[src/hw/rxsc_pkg.sv]
// constants, states and carriers of the receive special-character and modem-detect block
package rxsc_pkg;
  // ==========================================
  // register indices (byte address = 4 * index)
  localparam logic [5:0] IDX_GOOD_CNT = 6'h07;
  localparam logic [5:0] IDX_SPECIAL_CHAR_ONE = 6'h09;
  localparam logic [5:0] IDX_SPECIAL_CHAR_TWO = 6'h0A;
  localparam logic [5:0] IDX_SPECIAL_CHAR_THREE = 6'h0B;
  localparam logic [5:0] IDX_SPECIAL_CHAR_FOUR = 6'h0C;
  localparam logic [5:0] IDX_MODEM_OPT = 6'h10;
  localparam logic [5:0] IDX_CHG_FLAGS = 6'h12;
  localparam logic [5:0] IDX_CHG_CLEAR = 6'h13;
  localparam logic [5:0] IDX_CHG_ENABLE = 6'h14;
  localparam logic [5:0] IDX_CHAR_CFG = 6'h15;
  localparam logic [5:0] IDX_SIG_VALUE = 6'h28;
  // ==========================================
  // field positions
  localparam int BIT_DSR = 7;
  localparam int BIT_CD = 6;
  localparam int BIT_CTS = 5;
  localparam int BIT_MATCH = 4;
  localparam int BIT_DTR = 1;
  localparam int BIT_RTS = 0;
  localparam int BIT_DUAL = 0;
  localparam int THR_MSB = 3;
  localparam logic [7:0] FLAG_MASK = 8'hF0;
  // ==========================================
  // reset values and counts
  localparam logic [7:0] RST_BYTE = 8'h00;
  localparam logic [3:0] MAX_COUNT = 4'h8;
  localparam logic [3:0] THR_OFF = 4'h0;
  // ==========================================
  // match codes carried with each status entry
  localparam logic [2:0] MATCH_NONE = 3'h0;
  localparam logic [2:0] MATCH_ONE = 3'h1;
  localparam logic [2:0] MATCH_TWO = 3'h2;
  localparam logic [2:0] MATCH_THREE = 3'h3;
  localparam logic [2:0] MATCH_FOUR = 3'h4;
  localparam logic [2:0] MATCH_XON_SEQ = 3'h5;
  localparam logic [2:0] MATCH_XOFF_SEQ = 3'h6;
  typedef enum logic [1:0] {
    RXSC_IDLE = 2'b00,
    RXSC_PEND = 2'b01,
    RXSC_FLUSH = 2'b10
  } rxsc_state_e;
  typedef struct packed {
    logic [7:0] data;
    logic [2:0] match;
  } rxsc_stat_s;
endpackage : rxsc_pkg

[src/hw/rxsc_top.sv]
// receive special-character compare, good-byte count, modem fall detect and auto DTR
`timescale 1ns/1ps
`default_nettype none
module rxsc_top import rxsc_pkg::*; (
  input wire logic sys_clk,
  input wire logic reset_n,
  input wire logic psel,
  input wire logic penable,
  input wire logic pwrite,
  input wire logic [7:0] paddr,
  input wire logic [31:0] pwdata,
  output logic [31:0] prdata,
  output logic pready,
  output logic pslverr,
  input wire logic rx_char_valid,
  input wire logic [7:0] rx_char,
  input wire logic [3:0] rx_fifo_level,
  input wire logic rx_int_pulse,
  input wire logic dsr_n,
  input wire logic cd_n,
  input wire logic cts_n,
  output logic stat_valid,
  output var rxsc_stat_s stat_entry,
  output logic dtr_n,
  output logic rts_n,
  output logic irq
);
  // ==========================================
  // reset release and pin synchronisers
  logic [1:0] rst_sync_reg;
  logic rst_n;
  logic [2:0] pin_meta_reg, pin_sync_reg, pin_prev_reg;
  always_ff @(posedge sys_clk or negedge reset_n) begin
    if (!reset_n) begin
      rst_sync_reg <= 2'b00;
    end else begin
      rst_sync_reg <= {rst_sync_reg[0], 1'b1};
    end
  end
  assign rst_n = rst_sync_reg[1];
  // modem state bits are active high: inverted pins, order dsr, cd, cts
  wire logic [2:0] modem_now = ~pin_sync_reg;
  always_ff @(posedge sys_clk or negedge rst_n) begin
    if (!rst_n) begin
      pin_meta_reg <= 3'b111;
      pin_sync_reg <= 3'b111;
      pin_prev_reg <= 3'b111;
    end else begin
      pin_meta_reg <= {dsr_n, cd_n, cts_n};
      pin_sync_reg <= pin_meta_reg;
      pin_prev_reg <= pin_sync_reg;
    end
  end

  // ==========================================
  // matching functions
  function automatic logic [2:0] single_code(input logic [7:0] c, input logic [7:0] s1,
      input logic [7:0] s2, input logic [7:0] s3, input logic [7:0] s4);
    if (c == s1) return MATCH_ONE;
    else if (c == s2) return MATCH_TWO;
    else if (c == s3) return MATCH_THREE;
    else if (c == s4) return MATCH_FOUR;
    else return MATCH_NONE;
  endfunction : single_code

  function automatic logic mapped(input logic [5:0] idx);
    return idx inside {IDX_GOOD_CNT, IDX_SPECIAL_CHAR_ONE, IDX_SPECIAL_CHAR_TWO, IDX_SPECIAL_CHAR_THREE, IDX_SPECIAL_CHAR_FOUR,
      IDX_MODEM_OPT, IDX_CHG_FLAGS, IDX_CHG_CLEAR, IDX_CHG_ENABLE, IDX_CHAR_CFG,
      IDX_SIG_VALUE};
  endfunction : mapped

  // ==========================================
  // register file
  logic [7:0] good_cnt_reg, good_cnt_next;
  logic [7:0] special_char_one_reg, special_char_one_next, special_char_two_reg, special_char_two_next;
  logic [7:0] special_char_three_reg, special_char_three_next, special_char_four_reg, special_char_four_next;
  logic [7:0] opt_reg, opt_next, flags_reg, flags_next, enable_reg, enable_next;
  logic [7:0] cfg_reg, cfg_next, sig_reg, sig_next;
  logic [31:0] prdata_next;
  logic match_event;
  logic [2:0] fall_event;
  wire logic [5:0] idx = paddr[7:2];
  wire logic aligned = (paddr[1:0] == 2'b00);
  wire logic wr_go = psel & penable & pwrite & aligned;
  wire logic [7:0] wbyte = pwdata[7:0];
  wire logic [3:0] thr = opt_reg[THR_MSB:0];
  wire logic auto_dtr_on = (thr != THR_OFF) && (thr <= MAX_COUNT);
  wire logic dual_en = cfg_reg[BIT_DUAL];

  // falling pin edge, enabled per option bit
  assign fall_event[2] = opt_reg[BIT_DSR] & pin_prev_reg[2] & ~pin_sync_reg[2];
  assign fall_event[1] = opt_reg[BIT_CD] & pin_prev_reg[1] & ~pin_sync_reg[1];
  assign fall_event[0] = opt_reg[BIT_CTS] & pin_prev_reg[0] & ~pin_sync_reg[0];

  always_comb begin
    good_cnt_next = good_cnt_reg;
    special_char_one_next = special_char_one_reg;
    special_char_two_next = special_char_two_reg;
    special_char_three_next = special_char_three_reg;
    special_char_four_next = special_char_four_reg;
    opt_next = opt_reg;
    flags_next = flags_reg;
    enable_next = enable_reg;
    cfg_next = cfg_reg;
    sig_next = sig_reg;
    prdata_next = prdata;
    if (rx_int_pulse) begin
      // count saturates at eight, upper nibble always zero
      good_cnt_next = {4'h0, (rx_fifo_level > MAX_COUNT) ? MAX_COUNT : rx_fifo_level};
    end
    if (wr_go) begin
      unique case (idx)
        IDX_SPECIAL_CHAR_ONE: special_char_one_next = wbyte;
        IDX_SPECIAL_CHAR_TWO: special_char_two_next = wbyte;
        IDX_SPECIAL_CHAR_THREE: special_char_three_next = wbyte;
        IDX_SPECIAL_CHAR_FOUR: special_char_four_next = wbyte;
        IDX_MODEM_OPT: opt_next = wbyte & 8'hEF;
        IDX_CHG_CLEAR: flags_next = flags_reg & ~(wbyte & FLAG_MASK);
        IDX_CHG_ENABLE: enable_next = wbyte & FLAG_MASK;
        IDX_CHAR_CFG: cfg_next = wbyte & 8'h01;
        IDX_SIG_VALUE: sig_next = wbyte & 8'h03;
        default: ;
      endcase
    end
    // set wins over clear in the same cycle
    flags_next[BIT_DSR:BIT_CTS] = flags_next[BIT_DSR:BIT_CTS] | fall_event;
    flags_next[BIT_MATCH] = flags_next[BIT_MATCH] | match_event;
    if (psel && !penable) begin
      prdata_next = 32'h0000_0000;
      unique case (idx)
        IDX_GOOD_CNT: prdata_next[7:0] = good_cnt_reg;
        IDX_SPECIAL_CHAR_ONE: prdata_next[7:0] = special_char_one_reg;
        IDX_SPECIAL_CHAR_TWO: prdata_next[7:0] = special_char_two_reg;
        IDX_SPECIAL_CHAR_THREE: prdata_next[7:0] = special_char_three_reg;
        IDX_SPECIAL_CHAR_FOUR: prdata_next[7:0] = special_char_four_reg;
        IDX_MODEM_OPT: prdata_next[7:0] = opt_reg;
        IDX_CHG_FLAGS: prdata_next[7:0] = flags_reg;
        IDX_CHG_ENABLE: prdata_next[7:0] = enable_reg;
        IDX_CHAR_CFG: prdata_next[7:0] = cfg_reg;
        IDX_SIG_VALUE: prdata_next[7:0] = {modem_now, 3'b000, ~dtr_n, sig_reg[BIT_RTS]};
        default: ;
      endcase
    end
  end

  always_ff @(posedge sys_clk or negedge rst_n) begin
    if (!rst_n) begin
      good_cnt_reg <= RST_BYTE;
      special_char_one_reg <= RST_BYTE;
      special_char_two_reg <= RST_BYTE;
      special_char_three_reg <= RST_BYTE;
      special_char_four_reg <= RST_BYTE;
      opt_reg <= RST_BYTE;
      flags_reg <= RST_BYTE;
      enable_reg <= RST_BYTE;
      cfg_reg <= RST_BYTE;
      sig_reg <= RST_BYTE;
      prdata <= 32'h0000_0000;
    end else begin
      good_cnt_reg <= good_cnt_next;
      special_char_one_reg <= special_char_one_next;
      special_char_two_reg <= special_char_two_next;
      special_char_three_reg <= special_char_three_next;
      special_char_four_reg <= special_char_four_next;
      opt_reg <= opt_next;
      flags_reg <= flags_next;
      enable_reg <= enable_next;
      cfg_reg <= cfg_next;
      sig_reg <= sig_next;
      prdata <= prdata_next;
    end
  end

  assign pready = 1'b1;
  assign pslverr = psel & penable & (~aligned | ~mapped(idx) | (~pwrite & (idx == IDX_CHG_CLEAR)));
  assign irq = |(flags_reg & enable_reg);

  // ==========================================
  // special character compare and status entry
  rxsc_state_e state_reg, state_next;
  logic [7:0] held_reg, held_next;
  logic [2:0] kind_reg, kind_next, hmatch_reg, hmatch_next;
  logic stat_valid_next;
  rxsc_stat_s entry_next;
  wire logic [2:0] cur_code = single_code(rx_char, special_char_one_reg, special_char_two_reg, special_char_three_reg, special_char_four_reg);

  always_comb begin
    state_next = state_reg;
    held_next = held_reg;
    kind_next = kind_reg;
    hmatch_next = hmatch_reg;
    stat_valid_next = 1'b0;
    entry_next = stat_entry;
    unique case (state_reg)
      RXSC_IDLE: begin
        if (rx_char_valid) begin
          if (dual_en && (cur_code == MATCH_ONE || cur_code == MATCH_TWO)) begin
            held_next = rx_char;
            kind_next = cur_code;
            state_next = RXSC_PEND;
          end else begin
            stat_valid_next = 1'b1;
            entry_next = '{data: rx_char, match: cur_code};
          end
        end
      end
      RXSC_PEND: begin
        if (rx_char_valid) begin
          stat_valid_next = 1'b1;
          if (kind_reg == MATCH_ONE && rx_char == special_char_three_reg) begin
            entry_next = '{data: held_reg, match: MATCH_XON_SEQ};
            hmatch_next = MATCH_NONE;
          end else if (kind_reg == MATCH_TWO && rx_char == special_char_four_reg) begin
            entry_next = '{data: held_reg, match: MATCH_XOFF_SEQ};
            hmatch_next = MATCH_NONE;
          end else begin
            entry_next = '{data: held_reg, match: kind_reg};
            hmatch_next = cur_code;
          end
          held_next = rx_char;
          state_next = RXSC_FLUSH;
        end
      end
      RXSC_FLUSH: begin
        stat_valid_next = 1'b1;
        entry_next = '{data: held_reg, match: hmatch_reg};
        state_next = RXSC_IDLE;
      end
      default: state_next = RXSC_IDLE;
    endcase
  end

  always_ff @(posedge sys_clk or negedge rst_n) begin
    if (!rst_n) begin
      state_reg <= RXSC_IDLE;
      held_reg <= RST_BYTE;
      kind_reg <= MATCH_NONE;
      hmatch_reg <= MATCH_NONE;
      stat_valid <= 1'b0;
      stat_entry <= '0;
    end else begin
      state_reg <= state_next;
      held_reg <= held_next;
      kind_reg <= kind_next;
      hmatch_reg <= hmatch_next;
      stat_valid <= stat_valid_next;
      stat_entry <= entry_next;
    end
  end
  assign match_event = stat_valid_next & (entry_next.match != MATCH_NONE);

  // ==========================================
  // modem outputs with automatic DTR
  logic dtr_n_next;
  always_comb begin
    if (auto_dtr_on) begin
      dtr_n_next = (rx_fifo_level >= thr);
    end else begin
      dtr_n_next = ~sig_reg[BIT_DTR];
    end
  end
  always_ff @(posedge sys_clk or negedge rst_n) begin
    if (!rst_n) begin
      dtr_n <= 1'b1;
    end else begin
      dtr_n <= dtr_n_next;
    end
  end
  assign rts_n = ~sig_reg[BIT_RTS];

  // ==========================================
  // checks
  chk_count_upper_zero: assert property (@(posedge sys_clk) disable iff (!rst_n)
    rx_int_pulse |=> good_cnt_reg[7:4] == 4'h0 && good_cnt_reg[3:0] <= MAX_COUNT)
    else $error("good count out of range");
  chk_single_match: assert property (@(posedge sys_clk) disable iff (!rst_n)
    (state_reg == RXSC_IDLE && rx_char_valid && !dual_en && rx_char == special_char_three_reg
     && rx_char != special_char_one_reg && rx_char != special_char_two_reg)
    |=> stat_valid && stat_entry.match == MATCH_THREE)
    else $error("special three match not flagged");
  chk_pair_withheld: assert property (@(posedge sys_clk) disable iff (!rst_n)
    (state_reg == RXSC_IDLE && rx_char_valid && dual_en && rx_char == special_char_one_reg)
    |=> !stat_valid && state_reg == RXSC_PEND)
    else $error("first half entry not withheld");
  chk_xon_pair: assert property (@(posedge sys_clk) disable iff (!rst_n)
    (state_reg == RXSC_PEND && rx_char_valid && kind_reg == MATCH_ONE && rx_char == special_char_three_reg)
    |=> stat_valid && stat_entry.match == MATCH_XON_SEQ ##1 stat_valid)
    else $error("xon pair not reported");
  chk_xoff_pair: assert property (@(posedge sys_clk) disable iff (!rst_n)
    (state_reg == RXSC_PEND && rx_char_valid && kind_reg == MATCH_TWO && rx_char == special_char_four_reg)
    |=> stat_valid && stat_entry.match == MATCH_XOFF_SEQ)
    else $error("xoff pair not reported");
  chk_dsr_fall_flag: assert property (@(posedge sys_clk) disable iff (!rst_n)
    (opt_reg[BIT_DSR] && $fell(pin_sync_reg[2])) |=> flags_reg[BIT_DSR])
    else $error("dsr fall not flagged");
  chk_cd_masked: assert property (@(posedge sys_clk) disable iff (!rst_n)
    (!opt_reg[BIT_CD] && !flags_reg[BIT_CD]) |=> !flags_reg[BIT_CD])
    else $error("cd flag set while disabled");
  chk_cts_fall_flag: assert property (@(posedge sys_clk) disable iff (!rst_n)
    (opt_reg[BIT_CTS] && $fell(pin_sync_reg[0])) |=> flags_reg[BIT_CTS])
    else $error("cts fall not flagged");
  chk_irq_level: assert property (@(posedge sys_clk) disable iff (!rst_n)
    (flags_reg[BIT_DSR] && enable_reg[BIT_DSR]) |-> irq)
    else $error("irq low with enabled flag");
  chk_auto_dtr: assert property (@(posedge sys_clk) disable iff (!rst_n)
    (auto_dtr_on && rx_fifo_level >= thr) |=> dtr_n)
    else $error("dtr not dropped at threshold");
endmodule : rxsc_top
`default_nettype wire

[config.mk]
export PLATFORM = sky130hd
export DESIGN_NAME = rxsc_top
export DESIGN_NICKNAME = d
export VERILOG_FILES = /design/src/hw/rxsc_pkg.sv /design/src/hw/rxsc_top.sv
export SDC_FILE = /design/constraint.sdc
export NUM_CORES = 1
export LEC_CHECK = 0
export ABC_CLOCK_PERIOD_IN_PS = 3470
export BUFFER_PORTS_ARGS = -buffer_cell sky130_fd_sc_hd__buf_2
export CAP_MARGIN = 20
export CORE_MARGIN = 8
export CORE_UTILIZATION = 55
export DETAILED_ROUTE_END_ITERATION = 8
export PLACE_DENSITY = 0.85
export REMOVE_ABC_BUFFERS = 1
export SETUP_SLACK_MARGIN = 0.15
export SLEW_MARGIN = 40
export SYNTH_ARGS = -nofsm -noshare
export SYNTH_HDL_FRONTEND = slang
export SYNTH_SLANG_ARGS = --single-unit
export TNS_END_PERCENT = 20
[constraint.sdc]
create_clock -name sys_clk -period 3.47 [get_ports sys_clk]
set_input_delay 0.347 -clock sys_clk [delete_from_list [all_inputs] [get_ports sys_clk]]
set_output_delay 0.347 -clock sys_clk [all_outputs]
set_load 0.02 [all_outputs]
==> results.sh, run 1 <==
export IMPL_ys_seq_area_share_pct=48.5
export IMPL_rsz0062_at_grt="false"
export IMPL_syn_to_final_growth_pct=8.83
export IMPL_vias=3853
export IMPL_hold_path_class="in -> reg"
export IMPL_synthXorXnorAreaFrac_pct=5.75
export IMPL_wl_per_cell_um=17.7
export IMPL_worstPathMaxFanout=7
export IMPL_grt_antenna_before_repair=0
export IMPL_cap_violations=0
export IMPL_grt_max_degree=41
export IMPL_clkLatencyLatePin_ps=370
export IMPL_finalNonFillerCells=676
export IMPL_synth_flop_cell="dfrtp_1"
export IMPL_die_h_um=114
export IMPL_grtUsageTotal_pct=18.7
export IMPL_port_buffers=61
export IMPL_top_register="stat_entry"
export IMPL_nNetsFinal=608
export IMPL_finalHoldViolCount=0
export IMPL_synth_compound_area_share_pct=11.1
export IMPL_synthAdderAreaFrac_pct=0.947
export IMPL_first_pass_iters=5
export IMPL_status="finished, final reports clean"
export IMPL_place_gp_congestion=0.855
export IMPL_dp_slack_ps=838
export IMPL_p_leak_nw=2.79
export IMPL_rows=35
export IMPL_slew_headroom_pct=48.0
export IMPL_cts_root_buffer="clkbuf_8"
export IMPL_critical_path_arrival_ps=2830
export IMPL_die_area_um2=13000
export IMPL_fmaxAchievable_mhz=389
export IMPL_ir_drop_uv=180
export IMPL_wirelength_um=12000
export IMPL_slowest_delay_ps=450
export IMPL_maxSlewViolCount=0
export IMPL_cts_tree="done"
export IMPL_cts_buffer_depth=2
export IMPL_synthDistinctLibCells=53
export IMPL_fin_ws_ps=898
export IMPL_synth_edff_count=0
export IMPL_syn_inst=486
export IMPL_grt_pass1_wl_um=19400
export IMPL_path_cells="xor2_2 -> nor4_2 -> nand2_2 -> a21bo_4 -> nand2_1 -> mux2_2 -> a211o_1 -> a221o_1"
export IMPL_critPathKind="reg -> reg"
export IMPL_drc=0
export IMPL_synth_area_um2=5280
export IMPL_worst_pin_slew_ps=778
export IMPL_numCtsBuffers=9
export IMPL_grt_pass1_vias=3979
export IMPL_synth_top_family_by_area="multiplexers"
export IMPL_cp_required_ps=3730
export IMPL_overflow=0
export IMPL_fillers=734
export IMPL_synthMuxAreaShare_pct=15.0
export IMPL_fin_crit_ps=2570
export IMPL_hpwlAfterDp_um=9120
export IMPL_largest_register_ffs=11
export IMPL_diodes=0
export IMPL_async_flop_share_pct=100
export IMPL_fp_dieW_um=114
export IMPL_yosys_warnings=0
export IMPL_cts_resized_gates=0
export IMPL_clock_skew_final_ps=12.0
export IMPL_post_cts_buffers=0
export IMPL_cp_end_kind="register"
export IMPL_synth_simple_area_share_pct=11.8
export IMPL_viasPerCell=5.70
export IMPL_setup_violations=0
export IMPL_start_util_pct=56.9
export IMPL_core_area_um2=9280
export IMPL_drt_iter0_markers=253
export IMPL_ys_ff_latch=102
export IMPL_clock_sinks=102
export IMPL_start_kind="register"
export IMPL_drive_gt1_share_pct=30.5
export IMPL_htree_levels=3
export IMPL_power_density_nw_per_um2=377
export IMPL_clkTransAtPathRegs_ps=100
export IMPL_power_w=0.00217
export IMPL_tns_ps=0
export IMPL_ant_nets=0
export IMPL_critPathSlowestCell="dfrtp_1"
export IMPL_dpl_cell_count=659
export IMPL_syn_area_per_cell_um2=10.9
export IMPL_io_pins=111
export IMPL_post_route_period_util_pct=74.1
-- cell usage in the layout, fill, tap and decap left out, types with 14 or more instances in the layout --
cell type and count:
nand2_1 62, dfrtp_1 91, inv_1 15, xnor2_1 17
buf_2 61, o21ai_0 25, mux2_2 67, a22oi_1 21
xor2_1 14, conb_1 26, nor2_1 20
-- final timing paths --
path	slack, ps	cells past startpoint	endpoint	from
min reg2reg	300	0	stat_entry[3]	rst_sync_reg[1]
min in group asynchronous	280	2	rst_sync_reg[1]	reset_n
min	60	1	pin_meta_reg[1]	cd_n
max in group asynchronous	2340	1	pin_meta_reg[2]	rst_sync_reg[1]
max reg2reg	900	8	flags_reg[4]	special_char_one_reg[5]
max	900	8	flags_reg[4]	special_char_one_reg[5]
-- final cells by class --
| type | count | area [um2] | share of cell area [%] |
|---|---|---|---|
| Clock buffer | 11 | 141 | 2.46 |
| Clock inverter | 5 | 35.0 | 0.609 |
| Inverter | 15 | 56.3 | 0.979 |
| Multi-Input combinational cell | 350 | 2460 | 42.7 |
| Sequential cell | 102 | 2570 | 44.7 |
| Tap cell | 129 | 161 | 2.81 |
| Timing Repair Buffer | 64 | 330 | 5.74 |
-- per-stage QoR --
step | area, um2 | hold slack (ps) | utilization, %
CTS | 5750 | 52.2 | 61.9
global placement | 5560 | 132 | 59.9
global route | 5750 | 56.5 | 61.9
floorplan | 5080 | 51.4 | -
finish | 5750 | 62.6 | 61.9
detailed placement | 5560 | 134 | 59.9
-- power breakdown --
part           internal [W]  leakage [nW]  switching [W]
registers           0.00123          1.34      0.0000312
clock network      0.000281        0.0893       0.000410
logic             0.0000753          1.36       0.000144
-- synth_stat cells, types with 5 or more instances --
| cell | count | area [um2] |
|---|---|---|
| dfrtp_1 | 92 | 2300 |
| mux2_2 | 67 | 754 |
| nand2_1 | 62 | 233 |
| buf_4 | 29 | 218 |
| o21ai_0 | 25 | 125 |
| a22oi_1 | 21 | 158 |
| nor2_1 | 20 | 75.1 |
| xnor2_1 | 17 | 149 |
| inv_1 | 15 | 56.3 |
| xor2_1 | 14 | 123 |
| dfstp_2 | 10 | 263 |
| clkbuf_1 | 9 | 33.8 |
| a21oi_1 | 8 | 40.0 |
| nor2b_1 | 7 | 43.8 |
| nand2b_1 | 6 | 37.5 |
| nand4_1 | 6 | 37.5 |
| nor3_1 | 6 | 30.0 |
| a221oi_1 | 5 | 43.8 |
-- critical path, delay by kind of cell, from the launching register on --
family | cells | cell delay (ps)
AND/OR/NAND/NOR | 3 | 610
multiplexers | 1 | 360
AO/OA/AOI/OAI | 3 | 850
XOR/XNOR | 1 | 200
flip-flops | 1 | 450
-- logic make-up after synthesis --
group | after synthesis
multiplexers | 71
flip-flops | 102
AND/OR/NAND/NOR | 131
other | 2
adder cells (fa/ha/maj) | 4
XOR/XNOR | 33
AO/OA/AOI/OAI | 85
buffers and inverters | 58
-- layer usage --
metal	global-route usage, %	vias to the layer above	wire length, um
met4	8.07	0	281
met3	3.65	24	817
li1	-	1772	-
met2	32.8	146	6070
met1	21.8	1911	4790
met5	0	-	0
-- what timing repair did --
| action | 4_1_cts | 5_1_grt |
|---|---|---|
| hold buffers | 1 | 0 |
| setup endpoints to repair | 0 | 0 |
| hold endpoints to repair | 2 | 0 |
No activity file was read; power rests on OpenSTA's default activity.
==> run 2, diff against run 1 <==
Settings changed: ABC_AREA from default to 1, ABC_CLOCK_PERIOD_IN_PS 3470 to 2650.
Clock period 3.47 ns to 2.65 ns, I/O delays scaled along.
==> results.sh, run 2 <==
export IMPL_status="finished, final reports clean"
export IMPL_critPathMostFrequentCell="nand2_1"
export IMPL_critPathKind="in -> out"
export IMPL_syn_to_final_growth_pct=10.3
export IMPL_fin_area_um2=6070
export IMPL_vias=4954
export IMPL_syn_inst=724
export IMPL_setup_worst_path_end="pslverr"
export IMPL_clkTransAtPathRegs_ps=110
export IMPL_hold_path_class="in -> reg"
export IMPL_worstPathMaxFanout=6
export IMPL_die_h_um=116
export IMPL_start_util_pct=56.6
export IMPL_synthMuxAreaShare_pct=0.818
export IMPL_cts_root_buffer="clkbuf_8"
export IMPL_synth_most_common_cell="nand2_1"
export IMPL_synthTopCellsByCount="nand2_1 (249), dfrtp_1 (92), inv_1 (90)"
export IMPL_wirelength_um=13300
export IMPL_grt_pass1_wl_um=22000
export IMPL_clkLatencyLatePin_ps=380
export IMPL_power_density_nw_per_um2=478
export IMPL_drive_gt1_share_pct=14.4
export IMPL_holdWs_ps=87.9
export IMPL_fmaxAchievable_mhz=502
export IMPL_ant_nets=0
export IMPL_synth_top_family_by_area="simple AND/OR/NAND/NOR gates"
export IMPL_io_pins=111
export IMPL_rrSetupSlack_ps=770
export IMPL_cts_tree="done"
export IMPL_path_cells="buf_2 -> inv_1 -> nand2_1 -> inv_1 -> nand2_1 -> inv_1 -> nand2_1 -> nand2_1 -> nor4_1 -> nand4_1 -> a31oi_1 -> buf_2"
export IMPL_cts_buffer_depth=2
export IMPL_synth_area_um2=5510
export IMPL_synth_flop_cell="dfrtp_1"
export IMPL_hpwlAfterDp_um=10200
export IMPL_core_area_um2=9730
export IMPL_wl_per_cell_um=14.3
export IMPL_fp_dieW_um=116
export IMPL_finalHoldViolCount=0
export IMPL_top_register="stat_entry"
export IMPL_ir_drop_uv=251
export IMPL_cap_violations=0
export IMPL_cp_required_ps=2380
export IMPL_viasPerCell=5.33
export IMPL_port_buffers=61
export IMPL_numCtsBuffers=9
export IMPL_overflow=0
export IMPL_reg2regPathDepth=15
export IMPL_yosys_warnings=0
export IMPL_cts_resized_gates=0
export IMPL_grt_max_degree=58
export IMPL_syn_area_per_cell_um2=7.61
export IMPL_clock_sinks=102
export IMPL_ys_ff_latch=102
export IMPL_grtUsageTotal_pct=20.4
export IMPL_ys_seq_area_share_pct=46.6
export IMPL_regToRegEndpoint="flags_reg[4]"
export IMPL_nNetsFinal=857
export IMPL_r2r_start="special_char_two_reg[2]"
export IMPL_htree_levels=3
export IMPL_slew_headroom_pct=49.0
export IMPL_rows=36
export IMPL_synthAdderAreaFrac_pct=0.909
export IMPL_critPathSlowestCell="nor4_1"
export IMPL_grt_pass1_vias=4779
export IMPL_maxSlewViolCount=0
export IMPL_synthDistinctLibCells=39
export IMPL_start_kind="primary input"
export IMPL_worst_pin_slew_ps=763
export IMPL_place_gp_congestion=0.901
export IMPL_rsz0062_at_grt="false"
export IMPL_placed_area_um2=5850
export IMPL_slowest_delay_ps=250
export IMPL_clock_skew_final_ps=13.9
export IMPL_critical_path_arrival_ps=1730
export IMPL_synthXorXnorAreaFrac_pct=1.59
export IMPL_crit_start="paddr[7]"
export IMPL_synth_area_leaders="dfrtp_1 (42%), nand2_1 (17%), o21ai_0 (6.4%)"
export IMPL_grt_antenna_before_repair=0
export IMPL_synth_edff_count=0
export IMPL_drc=0
export IMPL_diodes=0
export IMPL_synth_top_area_share_pct=41.8
export IMPL_largest_register_ffs=11
export IMPL_drt_iter0_markers=392
export IMPL_post_route_period_util_pct=75.2
export IMPL_setup_violations=0
export IMPL_p_leak_nw=3.11
export IMPL_synth_compound_area_share_pct=14.0
export IMPL_final_common_cell="nand2_1"
export IMPL_synth_simple_area_share_pct=24.5
export IMPL_first_pass_iters=5
export IMPL_layout_common_cells="nand2_1 (249), dfrtp_1 (91), inv_1 (90)"
export IMPL_async_flop_share_pct=100
export IMPL_yosysTopAreaCell="dfrtp_1"
export IMPL_fin_crit_ps=1990
export IMPL_power_w=0.00290
export IMPL_die_area_um2=13500
export IMPL_cp_end_kind="primary output"
-- run 2: cell count changes in the layout (fill, tap and decap cells not counted), sizes merged, moves of 7 or more --
cell / change
nand2: +191
inv: +87
mux2: -63
o21ai: +60
nor2: +23
a22oi: -19
nand3: +16
xor2: -14
o22ai: +10
xnor2: -9
nor2b: -7
o211ai: +7
-- run 2: logic make-up (layout without fill, tap and decap cells) --
family	after synthesis	count (layout)
AND/OR/NAND/NOR	333	333
other	2	26
adder cells (fa/ha/maj)	4	4
flip-flops	102	102
buffers and inverters	136	184
XOR/XNOR	10	10
multiplexers	4	4
AO/OA/AOI/OAI	133	133
-- run 2: where the power goes --
| part | switching, W | total (W) | leakage [nW] | internal, W |
|---|---|---|---|---|
| logic | 0.000226 | 0.000328 | 1.69 | 0.000102 |
| clock network | 0.000577 | 0.000933 | 0.0879 | 0.000356 |
| registers | 0.0000377 | 0.00164 | 1.34 | 0.00160 |
-- run 2: worst min path at each step --
| stage | cells past startpoint | startpoint | to |
|---|---|---|---|
| global placement | 1 | reset_n | rst_sync_reg[0] |
| detailed placement | 1 | reset_n | rst_sync_reg[0] |
| finish | 2 | rx_int_pulse | good_cnt_reg[0] |
| floorplan | 0 | reset_n | rst_sync_reg[0] |
| global route | 2 | rx_int_pulse | good_cnt_reg[0] |
| CTS | 2 | rx_int_pulse | good_cnt_reg[0] |
-- run 2: layer usage --
metal  track usage [%]  part of all wire, %  wire length, um
met5                 0                    0                0
met4              9.51                  2.6              350
met2              31.8                   45             6010
met3              4.74                  9.1             1210
met1              26.2                   43             5690
-- run 2: layout make-up --
type	count	area, um2
clock buffer	10	128
clock inverter	6	51.3
fill	842	3660
inverter	100	377
multi-input combinational	510	2400
sequential	102	2570
tap	133	166
timing repair buffer	68	380
-- run 2: stage by stage --
stage	std cells	setup TNS, ps	util, %	worst slack [ps]
after floorplan	712	-34580	-	-384
after global placement	909	0	60.2	738
after detailed placement	909	0	60.2	696
after CTS	929	0	62.4	682
after global routing	929	0	62.4	533
final	929	0	62.4	657
-- run 2: what timing repair did --
action / 4_1_cts / 5_1_grt
endpoints found under the hold margin: 5 / 0
hold buffers: 4 / 0
buffers inserted: 0 / 0
-- run 2: worst max-delay path, delay by kind of cell --
kind	cells	cell delay [ps]
AO/OA/AOI/OAI	1	170
buffers and inverters	5	480
AND/OR/NAND/NOR	6	810
==> run 3, diff against run 2 <==
Settings changed: ABC_CLOCK_PERIOD_IN_PS 2650 to 2000.
Clock period 2.65 ns to 2 ns, I/O delays scaled along.
==> results.sh, run 3 (same netlist as run 2, synthesis figures left out) <==
export IMPL_cp_required_ps=2260
export IMPL_clock_skew_final_ps=13.1
export IMPL_top_register="stat_entry"
export IMPL_drive_gt1_share_pct=18.3
export IMPL_place_gp_congestion=0.911
export IMPL_setup_violations=0
export IMPL_largest_register_ffs=11
export IMPL_critPathSlowestCell="dfrtp_1"
export IMPL_grt_antenna_before_repair=0
export IMPL_core_area_um2=9730
export IMPL_reg2regPathDepth=15
export IMPL_die_area_um2=13500
export IMPL_critPathKind="reg -> reg"
export IMPL_grt_pass1_vias=4861
export IMPL_clock_sinks=102
export IMPL_grtUsageTotal_pct=20.7
export IMPL_cts_root_buffer="clkbuf_8"
export IMPL_syn_to_final_growth_pct=14.4
export IMPL_viasPerCell=5.34
export IMPL_finalHoldViolCount=0
export IMPL_placed_area_um2=5950
export IMPL_post_route_period_util_pct=90.9
export IMPL_rows=36
export IMPL_ant_nets=0
export IMPL_fp_dieW_um=116
export IMPL_port_buffers=61
export IMPL_p_leak_nw=3.22
export IMPL_die_h_um=116
export IMPL_grt_max_degree=41
export IMPL_rsz0062_at_grt="true"
export IMPL_wirelength_um=13700
export IMPL_diodes=0
export IMPL_clkTransAtPathRegs_ps=110
export IMPL_numCtsBuffers=9
export IMPL_cap_violations=0
export IMPL_path_depth=15
export IMPL_fin_area_um2=6300
export IMPL_path_buf_inv=1
export IMPL_path_cells="inv_1 -> nand2_1 -> nand2_1 -> nor2_1 -> nand2_1 -> nor2_4 -> nor2_1 -> nand2_1 -> nand3_1 -> nand3_1 -> nand2_1 -> nand2_2 -> nand3_1 -> nand2_2 -> nand2_1"
export IMPL_htree_levels=3
export IMPL_nNetsFinal=874
export IMPL_wl_per_cell_um=14.5
export IMPL_start_kind="register"
export IMPL_final_common_cell="nand2_1"
export IMPL_worstPathMaxFanout=3
export IMPL_critical_path_arrival_ps=2080
export IMPL_first_pass_iters=5
export IMPL_drt_iter0_markers=335
export IMPL_grt_pass1_wl_um=22400
export IMPL_hpwlAfterDp_um=10500
export IMPL_hold_depth=2
export IMPL_overflow=0
export IMPL_start_util_pct=56.6
export IMPL_drc=0
export IMPL_fmaxAchievable_mhz=550
export IMPL_cts_buffer_depth=2
export IMPL_cp_end_kind="register"
export IMPL_ir_drop_uv=362
export IMPL_hold_path_class="in -> reg"
export IMPL_tns_ps=0
export IMPL_fin_crit_ps=1820
export IMPL_critPathMostFrequentCell="nand2_1"
export IMPL_status="finished, final reports clean"
export IMPL_layout_common_cells="nand2_1 (246), dfrtp_1 (88), inv_1 (87)"
export IMPL_power_density_nw_per_um2=635
export IMPL_cts_tree="done"
export IMPL_crit_family="simple AND/OR/NAND/NOR gates"
export IMPL_io_pins=111
export IMPL_slowest_delay_ps=390
export IMPL_maxSlewViolCount=0
export IMPL_clkLatencyLatePin_ps=370
export IMPL_vias=5052
==> run 3: cell types whose count changed in the layout (fill, tap and decap cells not counted), moves of 2 or more <==
| cell | before | now |
|---|---|---|
| buf_4 | 2 | 17 |
| nor2_1 | 41 | 36 |
| nor2_2 | 3 | 7 |
| dfrtp_1 | 91 | 88 |
| dfrtp_2 | 0 | 3 |
| inv_1 | 90 | 87 |
| inv_2 | 9 | 12 |
| nand2_1 | 249 | 246 |
| buf_12 | 1 | 3 |
| nand2_4 | 1 | 3 |
==> run 3: power by group <==
part	internal [W]	switching, W	total [W]
Combinational	0.000145	0.000314	0.000459
Clock	0.000600	0.000769	0.00137
Sequential	0.00213	0.0000460	0.00217
==> run 3: layout make-up <==
type                       instances  area (um2)
clock buffer                       9         124
clock inverter                     7        81.3
fill                             838        3430
inverter                         100         377
multi-input combinational        510        2450
sequential                       102        2570
tap                              133         166
timing repair buffer              85         533
==> run 3: metrics by stage <==
step	hold slack, ps	power (W)	util, %	setup slack, ps	cells
final	45.1	0.00400	64.8	182	946
after CTS	33.7	0.00401	63.7	175	940
after floorplan	-95.6	0.00248	-	-1030	712
after detailed placement	-12.0	0.00265	61.1	164	920
after global routing	32.7	0.00415	64.8	56.3	946
after global placement	-15.3	0.00263	61.1	198	920
==> run 3: worst register-to-register path, delay by kind of cell (launching register included) <==
kind,cells,cell delay (ps)
AND/OR/NAND/NOR,14,1230
buffers and inverters,1,90
flip-flops,1,390
==> run 3: path summary, 6_finish.rpt <==
| kind | startpoint | slack (ps) | to |
|---|---|---|---|
| max | special_char_three_reg[5] | 180 | flags_reg[4] |
| min | rx_int_pulse | 50 | good_cnt_reg[1] |
| max reg2reg | special_char_three_reg[5] | 180 | flags_reg[4] |
| min reg2reg | rst_sync_reg[1] | 290 | opt_reg[1] |
| max in group asynchronous | rst_sync_reg[1] | 1140 | stat_entry[0] |
| min in group asynchronous | reset_n | 110 | rst_sync_reg[1] |
==> run 3: what timing repair did <==
action,4_1_cts,5_1_grt
hold buffers,4,0
endpoints found under the setup margin,1,18
gates resized for setup,2,17
endpoints found under the hold margin,5,0
setup buffers,0,6
pin swaps,0,3
==> run 3: per-layer routing <==
metal	vias up	wire length, um	global-route usage, %
met5	-	0	0
met4	0	291	8.64
met3	23	949	3.28
met2	221	6490	34.2
met1	2370	5970	26.3
li1	2438	-	-
